File: src/logic/adcgr_pkg.sv
// package: constants and types for the converter configuration block
`default_nettype none
package adcgr_pkg;
  // ----------------------------------------------------------------------
  // register offsets and reset values
  // ----------------------------------------------------------------------
  localparam logic [7:0] GAIN_REG_ADDR = 8'h03;
  localparam logic [7:0] RATE_REG_ADDR = 8'h04;
  localparam logic [7:0] REF_REG_ADDR = 8'h05;
  localparam logic [7:0] GAIN_REG_RST = 8'h00;
  localparam logic [7:0] RATE_REG_RST = 8'h14;
  localparam logic [7:0] REF_REG_RST = 8'h10;
  // ----------------------------------------------------------------------
  // field positions
  // ----------------------------------------------------------------------
  localparam int DELAY_LSB = 5;
  localparam int AMP_LSB = 3;
  localparam int GAIN_LSB = 0;
  localparam int CHOP_BIT = 7;
  localparam int CLKSEL_BIT = 6;
  localparam int MODE_BIT = 5;
  localparam int FILT_BIT = 4;
  localparam int RATE_LSB = 0;
  localparam logic [1:0] AMP_BYPASS = 2'h0;
  localparam logic [1:0] AMP_ON = 2'h1;
  // ----------------------------------------------------------------------
  // timing: modulator period from the 4.096 MHz source divided by 16
  // ----------------------------------------------------------------------
  localparam int MCLK_PERIOD_NS = 20;
  localparam int MOD_PERIOD_PS = 3906250;
  localparam int MOD_DIV_INT = MOD_PERIOD_PS / (MCLK_PERIOD_NS * 1000);
  localparam int EXT_DIV = 16;
  localparam int DIV_W = 8;
  localparam int DLY_W = 12;
  localparam logic [11:0] DLY_C0 = 12'h00E;
  localparam logic [11:0] DLY_C1 = 12'h019;
  localparam logic [11:0] DLY_C2 = 12'h040;
  localparam logic [11:0] DLY_C3 = 12'h100;
  localparam logic [11:0] DLY_C4 = 12'h400;
  localparam logic [11:0] DLY_C5 = 12'h800;
  localparam logic [11:0] DLY_C7 = 12'h001;
  // ----------------------------------------------------------------------
  // carriers
  // ----------------------------------------------------------------------
  typedef struct packed {
    logic wr;
    logic rd;
    logic [7:0] addr;
    logic [7:0] data;
  } adcgr_cmd_t;
  typedef struct packed {
    logic chop_en;
    logic ext_clk_sel;
    logic single_shot;
    logic low_latency;
    logic [3:0] output_rate_code;
    logic rate_valid;
    logic [15:0] rate_tenths;
    logic amp_power_on;
    logic amp_bypass;
    logic [7:0] gain_factor;
    logic gain_misset;
  } adcgr_cfg_t;
endpackage
`default_nettype wire

File: src/logic/adcgr_config.sv
// module: gain, rate and conversion delay configuration of the converter
`timescale 1ns/1ns
`default_nettype none
module adcgr_config (
  input wire logic mclk,
  input wire logic rst_b,
  input wire adcgr_pkg::adcgr_cmd_t cmd,
  input wire logic ext_clk_pin,
  output logic [7:0] rd_data,
  output logic rd_valid,
  output adcgr_pkg::adcgr_cfg_t cfg,
  output logic [7:0] ref_ctrl,
  output logic delay_busy,
  output logic conv_start
);
  import adcgr_pkg::*;

  // ----------------------------------------------------------------------
  // registers
  // ----------------------------------------------------------------------
  logic [7:0] amplifier_gain_setting_r;
  logic [7:0] conversion_rate_control_r;
  logic [7:0] reference_control_r;
  logic wr_gain, wr_rate, qual_wr;

  assign wr_gain = cmd.wr && (cmd.addr == GAIN_REG_ADDR);
  assign wr_rate = cmd.wr && (cmd.addr == RATE_REG_ADDR);
  assign qual_wr = wr_gain || wr_rate;

  always_ff @(posedge mclk or negedge rst_b) begin
    if (!rst_b) begin
      amplifier_gain_setting_r <= GAIN_REG_RST;
      conversion_rate_control_r <= RATE_REG_RST;
      reference_control_r <= REF_REG_RST;
    end else begin
      if (wr_gain) begin
        amplifier_gain_setting_r <= cmd.data;
      end
      if (wr_rate) begin
        conversion_rate_control_r <= cmd.data;
      end
      if (cmd.wr && (cmd.addr == REF_REG_ADDR)) begin
        reference_control_r <= cmd.data;
      end
    end
  end

  always_ff @(posedge mclk or negedge rst_b) begin
    if (!rst_b) begin
      rd_data <= 8'h00;
      rd_valid <= 1'b0;
    end else begin
      rd_valid <= cmd.rd;
      if (cmd.rd) begin
        case (cmd.addr)
          GAIN_REG_ADDR: rd_data <= amplifier_gain_setting_r;
          RATE_REG_ADDR: rd_data <= conversion_rate_control_r;
          REF_REG_ADDR: rd_data <= reference_control_r;
          default: rd_data <= 8'h00;
        endcase
      end
    end
  end
  assign ref_ctrl = reference_control_r;

  // ----------------------------------------------------------------------
  // field decode
  // ----------------------------------------------------------------------
  logic [2:0] delay_f, gain_f;
  logic [1:0] amp_f;
  logic [3:0] rate_f;
  assign delay_f = amplifier_gain_setting_r[DELAY_LSB +: 3];
  assign amp_f = amplifier_gain_setting_r[AMP_LSB +: 2];
  assign gain_f = amplifier_gain_setting_r[GAIN_LSB +: 3];
  assign rate_f = conversion_rate_control_r[RATE_LSB +: 4];

  function automatic logic [11:0] delay_count(input logic [2:0] code);
    case (code)
      3'h0: delay_count = DLY_C0;
      3'h1: delay_count = DLY_C1;
      3'h2: delay_count = DLY_C2;
      3'h3: delay_count = DLY_C3;
      3'h4: delay_count = DLY_C4;
      3'h5: delay_count = DLY_C5;
      3'h7: delay_count = DLY_C7;
      default: delay_count = DLY_C0;
    endcase
  endfunction

  // rate in tenths of a sample per second, zero when reserved
  function automatic logic [15:0] rate_tenths(input logic [3:0] code);
    case (code)
      4'h0: rate_tenths = 16'h0019;
      4'h1: rate_tenths = 16'h0032;
      4'h2: rate_tenths = 16'h0064;
      4'h3: rate_tenths = 16'h00A6;
      4'h4: rate_tenths = 16'h00C8;
      4'h5: rate_tenths = 16'h01F4;
      4'h6: rate_tenths = 16'h0258;
      4'h8: rate_tenths = 16'h07D0;
      4'h9: rate_tenths = 16'h0FA0;
      4'hB: rate_tenths = 16'h2710;
      4'hD: rate_tenths = 16'h9C40;
      default: rate_tenths = 16'h0000;
    endcase
  endfunction

  always_ff @(posedge mclk or negedge rst_b) begin
    if (!rst_b) begin
      cfg <= '0;
    end else begin
      cfg.chop_en <= conversion_rate_control_r[CHOP_BIT];
      cfg.ext_clk_sel <= conversion_rate_control_r[CLKSEL_BIT];
      cfg.single_shot <= conversion_rate_control_r[MODE_BIT];
      cfg.low_latency <= conversion_rate_control_r[FILT_BIT];
      cfg.output_rate_code <= rate_f;
      cfg.rate_valid <= (rate_tenths(rate_f) != 16'h0000);
      cfg.rate_tenths <= rate_tenths(rate_f);
      cfg.amp_power_on <= (amp_f == AMP_ON);
      cfg.amp_bypass <= (amp_f != AMP_ON);
      cfg.gain_factor <= (amp_f == AMP_ON) ? (8'h01 << gain_f) : 8'h01;
      cfg.gain_misset <= (amp_f == AMP_BYPASS) && (gain_f != 3'h0);
    end
  end

  // ----------------------------------------------------------------------
  // modulator period ticks
  // ----------------------------------------------------------------------
  logic ext_s1_r, ext_s2_r, ext_s3_r, ext_lvl_r, ext_edge;
  logic tick_int, tick_ext, mod_tick;
  always_ff @(posedge mclk or negedge rst_b) begin
    if (!rst_b) begin
      ext_s1_r <= 1'b0;
      ext_s2_r <= 1'b0;
      ext_s3_r <= 1'b0;
      ext_lvl_r <= 1'b0;
    end else begin
      ext_s1_r <= ext_clk_pin;
      ext_s2_r <= ext_s1_r;
      ext_s3_r <= ext_s2_r;
      if (ext_s2_r == ext_s3_r) begin
        ext_lvl_r <= ext_s3_r;
      end
    end
  end
  assign ext_edge = ext_s2_r && ext_s3_r && !ext_lvl_r;

  adcgr_tick_div #(.N(MOD_DIV_INT)) u_int_div (
    .mclk(mclk),
    .rst_b(rst_b),
    .en(1'b1),
    .tick(tick_int)
  );
  adcgr_tick_div #(.N(EXT_DIV)) u_ext_div (
    .mclk(mclk),
    .rst_b(rst_b),
    .en(ext_edge),
    .tick(tick_ext)
  );
  assign mod_tick = conversion_rate_control_r[CLKSEL_BIT] ?
    tick_ext : tick_int;

  // ----------------------------------------------------------------------
  // conversion start delay
  // ----------------------------------------------------------------------
  logic [DLY_W-1:0] dly_cnt_r;
  logic [2:0] new_delay;
  assign new_delay = wr_gain ? cmd.data[DELAY_LSB +: 3] : delay_f;

  always_ff @(posedge mclk or negedge rst_b) begin
    if (!rst_b) begin
      dly_cnt_r <= '0;
      delay_busy <= 1'b0;
      conv_start <= 1'b0;
    end else begin
      conv_start <= 1'b0;
      if (qual_wr) begin
        dly_cnt_r <= delay_count(new_delay);
        delay_busy <= 1'b1;
      end else if (delay_busy && mod_tick) begin
        if (dly_cnt_r == DLY_W'(1)) begin
          delay_busy <= 1'b0;
          conv_start <= 1'b1;
        end
        dly_cnt_r <= dly_cnt_r - DLY_W'(1);
      end
    end
  end

  // ----------------------------------------------------------------------
  // checks
  // ----------------------------------------------------------------------
  property p_wr_starts_wait;
    @(posedge mclk) disable iff (!rst_b) qual_wr |=> delay_busy;
  endproperty
  a_wr_starts_wait: assert property (p_wr_starts_wait)
    else $error("qualifying write did not start the wait");

  property p_code0_count;
    @(posedge mclk) disable iff (!rst_b)
      (qual_wr && new_delay == 3'h0) |=> (dly_cnt_r == 12'h00E);
  endproperty
  a_code0_count: assert property (p_code0_count)
    else $error("delay code 000 did not load 14 periods");

  property p_code5_count;
    @(posedge mclk) disable iff (!rst_b)
      (qual_wr && new_delay == 3'h5) |=> (dly_cnt_r == 12'h800);
  endproperty
  a_code5_count: assert property (p_code5_count)
    else $error("delay code 101 did not load 2048 periods");

  property p_start_cause;
    @(posedge mclk) disable iff (!rst_b)
      conv_start |-> $past(delay_busy) && $past(mod_tick)
        && ($past(dly_cnt_r) == 12'h001) && !delay_busy;
  endproperty
  a_start_cause: assert property (p_start_cause)
    else $error("conversion start without the last modulator period");

  property p_last_tick_starts;
    @(posedge mclk) disable iff (!rst_b)
      (delay_busy && mod_tick && !qual_wr && dly_cnt_r == 12'h001)
        |=> conv_start ##1 !conv_start;
  endproperty
  a_last_tick_starts: assert property (p_last_tick_starts)
    else $error("wait ended without a one-cycle start pulse");

  property p_amp_on;
    @(posedge mclk) disable iff (!rst_b)
      (amp_f == AMP_ON) |=> cfg.amp_power_on && !cfg.amp_bypass
        && (cfg.gain_factor == (8'h01 << $past(gain_f)));
  endproperty
  a_amp_on: assert property (p_amp_on)
    else $error("enabled amplifier shows wrong power or gain");

  property p_amp_bypass;
    @(posedge mclk) disable iff (!rst_b)
      (amp_f == AMP_BYPASS) |=> !cfg.amp_power_on && cfg.amp_bypass
        && (cfg.gain_factor == 8'h01);
  endproperty
  a_amp_bypass: assert property (p_amp_bypass)
    else $error("bypassed amplifier still powered");

  property p_rate_bits;
    @(posedge mclk) disable iff (!rst_b)
      wr_rate |=> ##1 (cfg.chop_en == $past(cmd.data[7], 2))
        && (cfg.ext_clk_sel == $past(cmd.data[6], 2))
        && (cfg.single_shot == $past(cmd.data[5], 2))
        && (cfg.low_latency == $past(cmd.data[4], 2));
  endproperty
  a_rate_bits: assert property (p_rate_bits)
    else $error("rate register bits not reflected in configuration");

  property p_rate_20;
    @(posedge mclk) disable iff (!rst_b)
      (rate_f == 4'h4) |=> (cfg.rate_tenths == 16'h00C8) && cfg.rate_valid;
  endproperty
  a_rate_20: assert property (p_rate_20)
    else $error("rate code 0100 is not 20 samples per second");

  property p_rate_reserved;
    @(posedge mclk) disable iff (!rst_b)
      (rate_f == 4'hF || rate_f == 4'h7) |=> !cfg.rate_valid;
  endproperty
  a_rate_reserved: assert property (p_rate_reserved)
    else $error("reserved rate code reported valid");
endmodule
`default_nettype wire

File: src/logic/adcgr_tick_div.sv
// module: enable-driven divider giving one pulse every N enables
`timescale 1ns/1ns
`default_nettype none
module adcgr_tick_div #(
  parameter int N = 16
) (
  input wire logic mclk,
  input wire logic rst_b,
  input wire logic en,
  output logic tick
);
  import adcgr_pkg::*;
  logic [DIV_W-1:0] cnt_r;
  always_ff @(posedge mclk or negedge rst_b) begin
    if (!rst_b) begin
      cnt_r <= '0;
    end else if (en) begin
      if (cnt_r == DIV_W'(N - 1)) begin
        cnt_r <= '0;
      end else begin
        cnt_r <= cnt_r + DIV_W'(1);
      end
    end
  end
  assign tick = en && (cnt_r == DIV_W'(N - 1));
endmodule
`default_nettype wire

File: config.mk
export PLATFORM = sky130hd
export DESIGN_NAME = adcgr_config
export DESIGN_NICKNAME = d
export VERILOG_FILES = /design/src/logic/adcgr_pkg.sv /design/src/logic/adcgr_config.sv /design/src/logic/adcgr_tick_div.sv
export SDC_FILE = /design/constraint.sdc
export NUM_CORES = 1
export LEC_CHECK = 0
export BUFFER_PORTS_ARGS = -buffer_cell sky130_fd_sc_hd__buf_2
export CORE_UTILIZATION = 39
export CTS_CLUSTER_DIAMETER = 60
export DETAILED_ROUTE_END_ITERATION = 7
export PLACE_DENSITY = 0.65
export SYNTH_ARGS = -nofsm -noshare
export SYNTH_HDL_FRONTEND = slang
export SYNTH_SLANG_ARGS = --single-unit
File: constraint.sdc
create_clock -name mclk -period 2.9 [get_ports mclk]
set_clock_uncertainty 0.05 [all_clocks]
set_input_delay 0.145 -clock mclk [delete_from_list [all_inputs] [get_ports mclk]]
set_output_delay 0.145 -clock mclk [all_outputs]
set_load 0.01 [all_outputs]
After elaboration in Yosys (flattened, before gate mapping)
Memories as Yosys holds them, arrays and structs flattened. A register that Yosys moved wholly into a read port is not among the register bits.
Cells that the tools add are included.
{"block": "classes", "add_sub_neg": 3, "eq_ne": 15, "n_shift": 1, "muxes": 15, "n_reduce_logical": 17}
{"op": "$pmux 12 s6", "n": 1}
{"op": "$mux 12", "n": 2}
{"op": "$mux 8", "n": 3}
{"op": "$pmux 8 s3", "n": 1}
{"op": "$add 8x1->8 const B", "n": 2}
{"op": "$eq 8x3->1 const B", "n": 2}
{"op": "$reduce_bool 16->1", "n": 1}
{"op": "$eq 12x1->1 const B", "n": 1}
{"op": "$sub 12x1->12 const B", "n": 1}
{"op": "$eq 3x3->1 const B", "n": 3}
{"op": "$eq 8x2->1 const B", "n": 1}
{"op": "$eq 8x4->1 const B", "n": 1}
{"op": "$eq 8x8->1 const B", "n": 1}
{"op": "$logic_and 1x1->1", "n": 8}
{"op": "$shl 1x3->8 const A", "n": 1}
{"op": "$mux 1", "n": 7}
{"op": "$eq 3x2->1 const B", "n": 2}
{"op": "$reduce_bool 2->1", "n": 2}
{"op": "$eq 3x1->1 const B", "n": 1}
{"op": "$mux 3", "n": 1}
{"op": "$reduce_bool 3->1", "n": 1}
{"op": "$eq 2x1->1 const B", "n": 1}
{"op": "$logic_not 1->1", "n": 2}
{"op": "$logic_not 2->1", "n": 1}
{"op": "4 further kinds", "n": 4}
{"block": "word_totals", "register_bits": 103, "romBits": 480, "in_bits": 21, "output_inout_bits": 55, "memories": 2}
{"memory": "(no name shown)", "depth": 16, "width": 15, "rd": 1, "rd_ports_with_merged_regs": 0, "write_ports": 0, "line_no": "adcgr_config.sv:92", "rtl": "case (code)"}
{"memory": "(no name shown)", "depth": 16, "width": 15, "rd": 1, "rd_ports_with_merged_regs": 1, "write_ports": 0, "line_no": "adcgr_config.sv:92"}

Depth between registers and ports, before layout
Gate-level depths: netlist of run 1.
{"block": "depth", "depth_word": 7, "depth_mapped": 7}

Hierarchy
A second synthesis of run 1 with hierarchy kept.
{"block": "hier_totals", "cells_unflattened": 404, "area_unflattened_um2": 4618.2}
{"mod": "adcgr_config", "instances": 1, "cells_each": 327, "area_per_inst_um2": 3801.1, "seq_area_each_um2": 2130.8}
{"mod": "adcgr_tick_div (u_int_div)", "instances": 1, "cells_each": 44, "area_per_inst_um2": 444.2, "seq_area_each_um2": 200.2}
{"mod": "adcgr_tick_div (u_ext_div)", "instances": 1, "cells_each": 33, "area_per_inst_um2": 372.9, "seq_area_each_um2": 200.2}

Worst setup path before layout of run 1
Ideal clock, no wire load.
{"block": "synth_timing", "path_type": "reg-to-reg", "startpoint": "register conversion_rate_control_r[1]", "endpoint": "register cfg[27] (netlist name)", "arrival_time_ns": 2.054, "slack_ns": 0.658, "stages_incl_launch_ff": 7, "synth_period_minus_slack_ns": 2.242, "path_cell_list": "dfrtp_1 > inv_1 > ha_1 > mux2i_1 > o31a_1 > or4_1 > or4b_1"}
{"block": "synth_between", "elab_chain_len": 2}
{"item": "start: declaration", "line_no": "adcgr_config.sv:22", "rtl": "logic [7:0] conversion_rate_control_r;"}
{"item": "start signal: assignment", "line_no": "adcgr_config.sv:40", "rtl": "conversion_rate_control_r <= cmd.data;"}
{"item": "$mem_v2 16x15"}
{"item": "$reduce_bool 16->1", "line_no": "adcgr_config.sv:117", "rtl": "cfg.rate_valid <= (rate_tenths(rate_f) != 16'h0000);"}
{"item": "end: declaration", "line_no": "adcgr_config.sv:11", "rtl": "output adcgr_pkg::adcgr_cfg_t cfg,"}
Every way passes these cells.
A chain may end at the register's enable or synchronous reset.

Worst setup path in the final report of run 1
Same ends and word-level chain as after synthesis.

==> metrics.txt, run 1 <==
# TYPE chip_impl_metric gauge
chip_impl_metric{name="detailedPlacementHpwl",unit="um"} 6549
chip_impl_metric{name="p_leak",unit="nW"} 2.571
chip_impl_info{name="critPathSlowestCell",value="dfrtp_1"} 1
chip_impl_metric{name="clock_sinks",unit=""} 101
chip_impl_metric{name="postPlaceCellArea",unit="mm2"} 0.004969
chip_impl_metric{name="slew_at_the_pin_with_the_worst_max_slew_slack",unit="ns"} 0.8408
chip_impl_metric{name="drv_slew",unit=""} 0
chip_impl_metric{name="r2r_cells",unit=""} 6
chip_impl_info{name="synth_top_cells_by_area",value="dfrtp_1 55%, mux2_2 6.3%, ha_1 3.1%, xnor2_1 2.8%, nor2_1 2.2%"} 1
chip_impl_metric{name="ys_seq_elements",unit=""} 101
chip_impl_info{name="regToRegStartpoint",value="conversion_rate_control_r[1]$_DFFE_PN0P_"} 1
chip_impl_metric{name="pin_count_of_the_biggest_net_entering_global_routing",unit=""} 54
chip_impl_metric{name="max_clock_freq",unit="MHz"} 407.5
chip_impl_metric{name="post_drt_via_cell_ratio",unit=""} 5.208
chip_impl_metric{name="final_area",unit="mm2"} 0.005295
chip_impl_info{name="hold_path.startpoint",value="cmd[0]"} 1
chip_impl_metric{name="async_flop_share",unit="%"} 100.0
chip_impl_info{name="worstSetupEndpointType",value="flip-flop"} 1
chip_impl_metric{name="drive_above_1_share",unit="%"} 29.98
chip_impl_metric{name="netSwitchingFraction",unit="%"} 24.77
chip_impl_metric{name="yosysUniqueCellTypes",unit=""} 62
chip_impl_info{name="hold_worst_path_end",value="ref_ctrl[0]$_DFFE_PN0P_"} 1
chip_impl_metric{name="syn_area_per_cell",unit="um2"} 12.00
chip_impl_metric{name="peak_ir_drop_on_the_vdd_network",unit="mV"} 0.3321
chip_impl_metric{name="synth-seq-area-share",unit="%"} 57.02
chip_impl_metric{name="cp.arrival",unit="ns"} 2.62
chip_impl_info{name="grt_setup_unrepaired",value="false"} 1
chip_impl_info{name="synthTopCellsByCount",value="98 x dfrtp_1, 26 x nor2_1, 25 x mux2_2"} 1
chip_impl_metric{name="final-hold-violation-count",unit=""} 0
chip_impl_metric{name="route.vias.total",unit=""} 3109
chip_impl_metric{name="cp.required",unit="ns"} 3.07
chip_impl_metric{name="die_h",unit="um"} 108.7
chip_impl_metric{name="timing.critical_path.fanout_max",unit=""} 11
chip_impl_metric{name="routed_length_per_placed_instance",unit="um"} 15.24
chip_impl_metric{name="power.share.combinational",unit="%"} 8.7
chip_impl_metric{name="overflow",unit=""} 0
chip_impl_info{name="clock_tree_from_tritoncts",value="built"} 1
chip_impl_info{name="reg2reg_to",value="cfg[27]$_DFF_PN0_"} 1
chip_impl_metric{name="netSwitchingPower",unit="uW"} 731.3
chip_impl_metric{name="tns",unit="ns"} 0
chip_impl_info{name="path_cells",value="inv_1, ha_1, mux2i_1, o31a_1, or4_1, or4b_1"} 1
chip_impl_metric{name="drt-pass1-iter-count",unit=""} 4
chip_impl_info{name="post-synth-top-area-cell",value="dfrtp_1"} 1
chip_impl_metric{name="post_synth_inst_count",unit=""} 370
chip_impl_metric{name="post_synthesis_instance_area",unit="mm2"} 0.004439
chip_impl_info{name="cts.root.buffer_cell",value="clkbuf_16"} 1
chip_impl_metric{name="cts_made_buffers",unit=""} 9
chip_impl_metric{name="finalWirelength",unit="um"} 9098
chip_impl_metric{name="initial_core_util",unit="%"} 40.42
chip_impl_metric{name="post_route_drc",unit=""} 0
chip_impl_metric{name="drt_iter0_drc",unit=""} 177
chip_impl_info{name="timing.setup.critical_path_class",value="flip-flop to flip-flop"} 1
chip_impl_metric{name="clockBufferDepth",unit=""} 2
chip_impl_metric{name="antenna-diode-count",unit=""} 0
chip_impl_metric{name="cell_internal_pwr",unit="mW"} 2.221
chip_impl_metric{name="first_pass_grt_wire_length",unit="um"} 14950
chip_impl_metric{name="grt_antenna_before_repair",unit=""} 0
chip_impl_info{name="worst_setup_path_start_kind",value="flip-flop"} 1
chip_impl_metric{name="final.min_clock_period",unit="ns"} 2.454
chip_impl_metric{name="cts_repair_resize_count",unit=""} 0
chip_impl_metric{name="htree_num_levels",unit=""} 3
chip_impl_metric{name="design.die.area",unit="mm2"} 0.01181
chip_impl_metric{name="max-slew-margin-rel",unit="%"} 43.70
chip_impl_metric{name="syn_nets",unit=""} 402
chip_impl_metric{name="layout_setup_ws",unit="ns"} 0.4459
chip_impl_info{name="holdCritPathClass",value="input port to flip-flop"} 1
chip_impl_metric{name="netlist.area_leader.share",unit="%"} 55.24
chip_impl_metric{name="port-buffer-count",unit=""} 74
chip_impl_metric{name="power_frac_clock",unit="%"} 38.6
chip_impl_metric{name="detailedPlace.worstSlack",unit="ns"} 0.4446
chip_impl_metric{name="placementRows",unit=""} 38
chip_impl_info{name="postSynth.topFlopCell",value="dfrtp_1"} 1
chip_impl_metric{name="min_delay_path_depth",unit=""} 2
chip_impl_metric{name="finalSetupViolCount",unit=""} 0
chip_impl_metric{name="fraction_of_power_consumed_by_sequential_logic",unit="%"} 52.6
chip_impl_metric{name="crit_path_max_incr_delay",unit="ns"} 0.53
chip_impl_metric{name="nets",unit=""} 484
chip_impl_metric{name="core_area",unit="mm2"} 0.01098
chip_impl_metric{name="power.density_cell_area",unit="mW/mm2"} 557.5
chip_impl_metric{name="max_cap_violations",unit=""} 0
chip_impl_metric{name="ys_warn_count",unit=""} 0
chip_impl_metric{name="finalCritPeriodShare",unit="%"} 84.62
chip_impl_metric{name="grt_usage",unit="%"} 16.91
chip_impl_metric{name="synth-edff-count",unit=""} 0
chip_impl_metric{name="grt_pass1_vias",unit=""} 3012
chip_impl_metric{name="area_growth_syn_to_layout",unit="%"} 19.28
chip_impl_metric{name="clock_insertion_delay_worst_skew",unit="ns"} 0.35
chip_impl_metric{name="die_width",unit="um"} 108.7
chip_impl_info{name="outcome",value="completed"} 1
chip_impl_metric{name="antenna_left",unit=""} 0
chip_impl_metric{name="minimum_setup_slack_among_reg_to_reg_paths",unit="ns"} 0.45
chip_impl_metric{name="total_power",unit="mW"} 2.952
chip_impl_metric{name="worst_setup_hold_path_clk_slew",unit="ns"} 0.07
chip_impl_metric{name="gpl.final_weighted_congestion",unit=""} 0.8370
chip_impl_info{name="synth.most_common_cell",value="dfrtp_1"} 1
chip_impl_metric{name="ioPinCount",unit=""} 76
worst max-delay path, delay by kind of cell (launching register included):
family / cells / cell delay (ns)
flops: 1 / 0.53
mux: 1 / 0.12
fa+ha+maj: 1 / 0.31
compound gates: 1 / 0.14
simple gates: 2 / 1.03
buf+inv: 1 / 0.15
stage by stage:
step / util (%) / cells / hold WS (ns)
2_1_floorplan: - / 370 / -0.2006
3_3_place_gp: 45.24 / 577 / 0.1719
3_5_place_dp: 45.24 / 577 / 0.1815
4_1_cts: 48.21 / 597 / 0.01293
5_1_grt: 48.21 / 597 / 0.02271
6_report: 48.21 / 597 / 0.02873
registers in the layout, indices dropped and copies added, names as in the netlist:
register and cells:
amplifier_gain_setting_r 8, cfg 34, conv_start 1, conversion_rate_control_r 8
delay_busy 1, dly_cnt_r 12, ext_lvl_r 1, ext_s1_r 1
ext_s2_r 1, ext_s3_r 1, rd_data 8, rd_valid 1
ref_ctrl 8, u_ext_div.cnt_r 8, u_int_div.cnt_r 8
kinds of logic (layout without fill, tap and decap cells):
logic type      count (synthesis)  after routing  share of synthesized area (%)
fa+ha+maj                      11             11                          3.100
compound gates                 61             61                          10.15
buf+inv                        32            119                          3.157
flops                         101            101                          57.02
xor+xnor                       18             18                          3.551
mux                            32             32                          8.033
other cells                     1              1                        0.08447
simple gates                  114            114                          14.91
cells in the final DEF (no fill, tap or decap), drive strengths merged, types with 3 or more instances in the layout:
cell	netlist	layout
dfrtp	98	98
buf	8	78
nor2	27	27
mux2	26	26
inv	21	23
nand2	16	16
xnor2	14	14
nand3	14	14
nor3	12	12
ha	11	11
clkbuf	3	11
a21oi	10	10
o22ai	10	10
nand2b	8	8
o21ai	8	8
a222oi	8	8
mux2i	6	6
and3	6	6
a2111oi	6	6
and2	5	5
xor2	4	4
dlygate4sd3	0	4
nand4	4	4
nor4	4	4
nor3b	3	3
dfstp	3	3
worst max path at each step:
stage	startpoint	to	slack, ns	cells after the start
floorplan	conversion_rate_control_r[1]$_DFFE_PN0P_	cfg[27]$_DFF_PN0_	0.66	6
global placement	conversion_rate_control_r[1]$_DFFE_PN0P_	cfg[27]$_DFF_PN0_	0.51	6
detailed placement	conversion_rate_control_r[1]$_DFFE_PN0P_	cfg[27]$_DFF_PN0_	0.44	6
CTS	conversion_rate_control_r[1]$_DFFE_PN0P_	cfg[27]$_DFF_PN0_	0.44	6
global route	conversion_rate_control_r[1]$_DFFE_PN0P_	cfg[27]$_DFF_PN0_	0.31	6
finish	conversion_rate_control_r[1]$_DFFE_PN0P_	cfg[27]$_DFF_PN0_	0.45	6
what timing repair did:
action | in CTS | in global routing
setup buffers | 0 | 0
endpoints found under the hold margin | 55 | 0
hold buffers | 4 | 0
layer usage:
layer  routed length (um)  GRT usage (%)  vias to the layer above  share of wire, %
met5                    0              0                        -                 0
met1                 4120          21.51                     1520                45
met3                  481          5.081                        9               5.3
li1                     -              -                     1503                 -
met4                   90          5.212                        0              0.99
met2                 4405          27.71                       77                48
layout make-up:
cell class / count / area (um2)
timing repair buffer: 82 / 455.4
sequential: 101 / 2531
inverter: 21 / 78.83
clock inverter: 5 / 43.79
multi-input combinational: 237 / 1768
clock buffer: 11 / 242.7
tap: 140 / 175.2
fill: 1013 / 5688
power groups by stage:
| stage | clock, mW | sequential (mW) | combinational, mW |
|---|---|---|---|
| final | 1.14 | 1.55 | 0.258 |
| after floorplan | 0 | 1.58 | 0.135 |
| after global routing | 1.24 | 1.57 | 0.291 |
| after global placement | 0 | 1.58 | 0.252 |
| after CTS | 1.18 | 1.55 | 0.263 |
| after detailed placement | 0 | 1.58 | 0.258 |
(Power assumes the default switching activity.)
==> run 2: changes to the inputs <==
Settings changed: PLACE_DENSITY 0.65 to 0.67.
Clock period 2.9 ns to 1.97 ns, I/O delays scaled along.
==> run 2 against run 1 <==
  * The flow now finishes with violations (negative setup slack)
  * First-iteration DRC count decreased by 11%
  * Final cell count increased by 7.9%
  * Sequential share of layout area decreased by 4.3 points
  * Worst hold slack improved by 0.0026 ns
  * Global-route usage increased by 1.3 points
  * Combinational power increased by 79%
  * Non-clock buffer count increased by 47
  * Sequential cell count unchanged
  * Total power increased by 56%
  * Routed wire length increased by 12%
  * Die area unchanged
  * Critical path type unchanged
  * Largest power group unchanged
==> metrics.txt, run 2 (same netlist as run 1, synthesis figures left out) <==
# TYPE chip_impl_metric gauge
chip_impl_metric{name="wl_met2",unit="um"} 5112
chip_impl_info{name="worstSetupEndpointType",value="flip-flop"} 1
chip_impl_info{name="violations",value="negative setup slack"} 1
chip_impl_metric{name="port-buffer-count",unit=""} 74
chip_impl_metric{name="detailedPlacementHpwl",unit="um"} 7246
chip_impl_metric{name="finalSetupViolCount",unit=""} 1
chip_impl_metric{name="tns",unit="ns"} -0.1558
chip_impl_metric{name="crit_cells",unit=""} 4
chip_impl_info{name="path_cells",value="mux2i_1, nor2_1, or4_4, or4b_1"} 1
chip_impl_metric{name="pin_count_of_the_biggest_net_entering_global_routing",unit=""} 46
chip_impl_metric{name="drive_above_1_share",unit="%"} 39.68
chip_impl_metric{name="max_cap_violations",unit=""} 0
chip_impl_metric{name="route.vias.total",unit=""} 3335
chip_impl_metric{name="finalCritPeriodShare",unit="%"} 107.9
chip_impl_metric{name="core_area",unit="mm2"} 0.01098
chip_impl_metric{name="clock_insertion_delay_worst_skew",unit="ns"} 0.35
chip_impl_info{name="timing.setup.critical_path_class",value="flip-flop to flip-flop"} 1
chip_impl_info{name="critical-path-top-delay-family",value="simple AND/OR/NAND/NOR gates"} 1
chip_impl_metric{name="worst_setup_hold_path_clk_slew",unit="ns"} 0.07
chip_impl_metric{name="ioPinCount",unit=""} 76
chip_impl_info{name="holdCritPathClass",value="input port to flip-flop"} 1
chip_impl_metric{name="stdcell_count",unit=""} 644
chip_impl_metric{name="htree_num_levels",unit=""} 3
chip_impl_info{name="layout.cells.most_common_list",value="97 x dfrtp_1, 73 x buf_2, 47 x buf_4"} 1
chip_impl_metric{name="nets",unit=""} 531
chip_impl_metric{name="drt-pass1-iter-count",unit=""} 5
chip_impl_metric{name="post_route_drc",unit=""} 0
chip_impl_info{name="regToRegStartpoint",value="conversion_rate_control_r[2]$_DFFE_PN1P_"} 1
chip_impl_info{name="dr.max_layer_used",value="met4"} 1
chip_impl_metric{name="minimum_setup_slack_among_reg_to_reg_paths",unit="ns"} -0.16
chip_impl_metric{name="cell_internal_pwr",unit="mW"} 3.482
chip_impl_metric{name="design.die.area",unit="mm2"} 0.01181
chip_impl_metric{name="gpl.final_weighted_congestion",unit=""} 0.8464
chip_impl_info{name="critPathSlowestCell",value="dfstp_2"} 1
chip_impl_info{name="worst_setup_path_start_kind",value="flip-flop"} 1
chip_impl_metric{name="hold_slack",unit="ns"} 0.03137
chip_impl_metric{name="r2r_cells",unit=""} 4
chip_impl_metric{name="met3RoutedLength",unit="um"} 583
chip_impl_metric{name="detail_route.wirelength.met1",unit="um"} 4418
chip_impl_info{name="layout.cells.most_common",value="dfrtp_1"} 1
chip_impl_info{name="clock_tree_from_tritoncts",value="built"} 1
chip_impl_metric{name="initial_core_util",unit="%"} 40.42
chip_impl_metric{name="peak_ir_drop_on_the_vdd_network",unit="mV"} 0.6809
chip_impl_metric{name="power.share.combinational",unit="%"} 10.0
chip_impl_metric{name="antenna-diode-count",unit=""} 0
chip_impl_metric{name="placementRows",unit=""} 38
chip_impl_metric{name="drt_iter0_drc",unit=""} 158
chip_impl_metric{name="final.min_clock_period",unit="ns"} 2.126
chip_impl_metric{name="fraction_of_power_consumed_by_sequential_logic",unit="%"} 49.7
chip_impl_metric{name="clockBufferDepth",unit=""} 2
chip_impl_info{name="layout_top_registers",value="cfg x34, dly_cnt_r x12"} 1
chip_impl_metric{name="detailedPlace.worstSlack",unit="ns"} -0.1308
chip_impl_metric{name="largest_register_ff_count",unit=""} 34
chip_impl_metric{name="grt_pass1_vias",unit=""} 3306
chip_impl_metric{name="antenna_left",unit=""} 0
chip_impl_metric{name="netSwitchingPower",unit="mW"} 1.127
chip_impl_metric{name="layout_setup_ws",unit="ns"} -0.1558
chip_impl_info{name="worst_setup_path_startpoint",value="conversion_rate_control_r[2]$_DFFE_PN1P_"} 1
chip_impl_metric{name="placed_cells",unit=""} 617
chip_impl_metric{name="power_frac_clock",unit="%"} 40.3
chip_impl_metric{name="max_clock_freq",unit="MHz"} 470.4
chip_impl_metric{name="area_growth_syn_to_layout",unit="%"} 31.06
chip_impl_metric{name="overflow",unit=""} 0
chip_impl_metric{name="cp.arrival",unit="ns"} 2.29
chip_impl_metric{name="grt_antenna_before_repair",unit=""} 0
chip_impl_metric{name="fin_util",unit="%"} 52.97
chip_impl_info{name="crit_end",value="cfg[27]$_DFF_PN0_"} 1
chip_impl_metric{name="die_h",unit="um"} 108.7
chip_impl_metric{name="routed_length_per_placed_instance",unit="um"} 15.85
chip_impl_metric{name="die_width",unit="um"} 108.7
chip_impl_metric{name="clock_sinks",unit=""} 101
chip_impl_metric{name="p_leak",unit="nW"} 2.839
chip_impl_metric{name="final-hold-violation-count",unit=""} 0
chip_impl_metric{name="post_drt_via_cell_ratio",unit=""} 5.179
chip_impl_metric{name="crit_path_max_incr_delay",unit="ns"} 0.60
chip_impl_metric{name="cp.buffers_inverters",unit=""} 0
chip_impl_metric{name="grt_usage",unit="%"} 18.17
chip_impl_metric{name="finalWirelength",unit="um"} 10210
chip_impl_info{name="registers.top_by_ff_count",value="cfg"} 1
chip_impl_metric{name="max-slew-margin-rel",unit="%"} 62.69
chip_impl_metric{name="slew_at_the_pin_with_the_worst_max_slew_slack",unit="ns"} 0.5554
chip_impl_metric{name="cp.required",unit="ns"} 2.14
chip_impl_metric{name="first_pass_grt_wire_length",unit="um"} 16220
chip_impl_info{name="outcome",value="complete, but fails checks"} 1
chip_impl_metric{name="fillers",unit=""} 942
chip_impl_info{name="cts.root.buffer_cell",value="clkbuf_16"} 1
chip_impl_metric{name="netSwitchingFraction",unit="%"} 24.45
chip_impl_metric{name="timing.critical_path.fanout_max",unit=""} 7
chip_impl_metric{name="cts_made_buffers",unit=""} 9
chip_impl_info{name="grt_setup_unrepaired",value="true"} 1
chip_impl_metric{name="power.density_cell_area",unit="mW/mm2"} 792.2
chip_impl_info{name="reg2reg_to",value="cfg[27]$_DFF_PN0_"} 1
chip_impl_metric{name="drv_slew",unit=""} 0
[run 2: cell count changes in the layout (fill, tap and decap cells not counted), sizes merged]
| cell | before | now |
|---|---|---|
| buf | 78 | 121 |
| bufinv | 0 | 1 |
| clkinv | 1 | 2 |
| clkinvlp | 2 | 0 |
| dlygate4sd3 | 4 | 8 |
[run 2: power by group through the flow]
stage | Sequential, mW | Combinational [mW] | Clock (mW)
after floorplan | 2.32 | 0.202 | 0
after global placement | 2.31 | 0.413 | 0
after detailed placement | 2.32 | 0.428 | 0
after CTS | 2.29 | 0.443 | 1.91
after global routing | 2.31 | 0.519 | 1.99
final | 2.29 | 0.462 | 1.86
[run 2: how the worst min path moves through the flow]
stage | slack (ns) | startpoint | depth (start not counted) | end
global placement | 0.05 | rst_b | 1 | cfg[17]$_DFF_PN0_
global route | 0.02 | cmd[5] | 2 | conversion_rate_control_r[5]$_DFFE_PN0P_
floorplan | -0.25 | rst_b | 0 | amplifier_gain_setting_r[0]$_DFFE_PN0N_
CTS | 0.01 | cmd[5] | 2 | ref_ctrl[5]$_DFFE_PN0P_
detailed placement | 0.06 | rst_b | 1 | cfg[27]$_DFF_PN0_
finish | 0.03 | cmd[6] | 2 | ref_ctrl[6]$_DFFE_PN0P_
[run 2: layout make-up]
type / instances / area, um2 / area share [%]
sequential: 101 / 2532 / 43.53
multi-input combinational: 237 / 1893 / 32.54
timing repair buffer: 129 / 818.3 / 14.06
clock buffer: 11 / 252.7 / 4.344
tap: 140 / 175.2 / 3.011
inverter: 21 / 81.33 / 1.398
clock inverter: 5 / 65.06 / 1.118
[run 2: repair_timing]
action,CTS,global route
buffers inserted,0,3
hold endpoints to repair,55,0
resized for setup,9,18
hold buffers,8,0
setup endpoints to repair,7,11
pin swaps,0,4
[run 2: layer usage]
metal  GRT usage [%]  vias to the layer above
met1           23.20                     1639
li1                -                     1595
met2           29.97                       94
met5               0                        -
met4           4.923                        0
met3           5.499                        7
[run 2: metrics by stage]
stage | power (mW) | cell area [um2]
floorplan | 2.526 | 4453
global placement | 2.727 | 5283
detailed placement | 2.750 | 5283
CTS | 4.633 | 5705
global route | 4.810 | 5818
finish | 4.609 | 5818
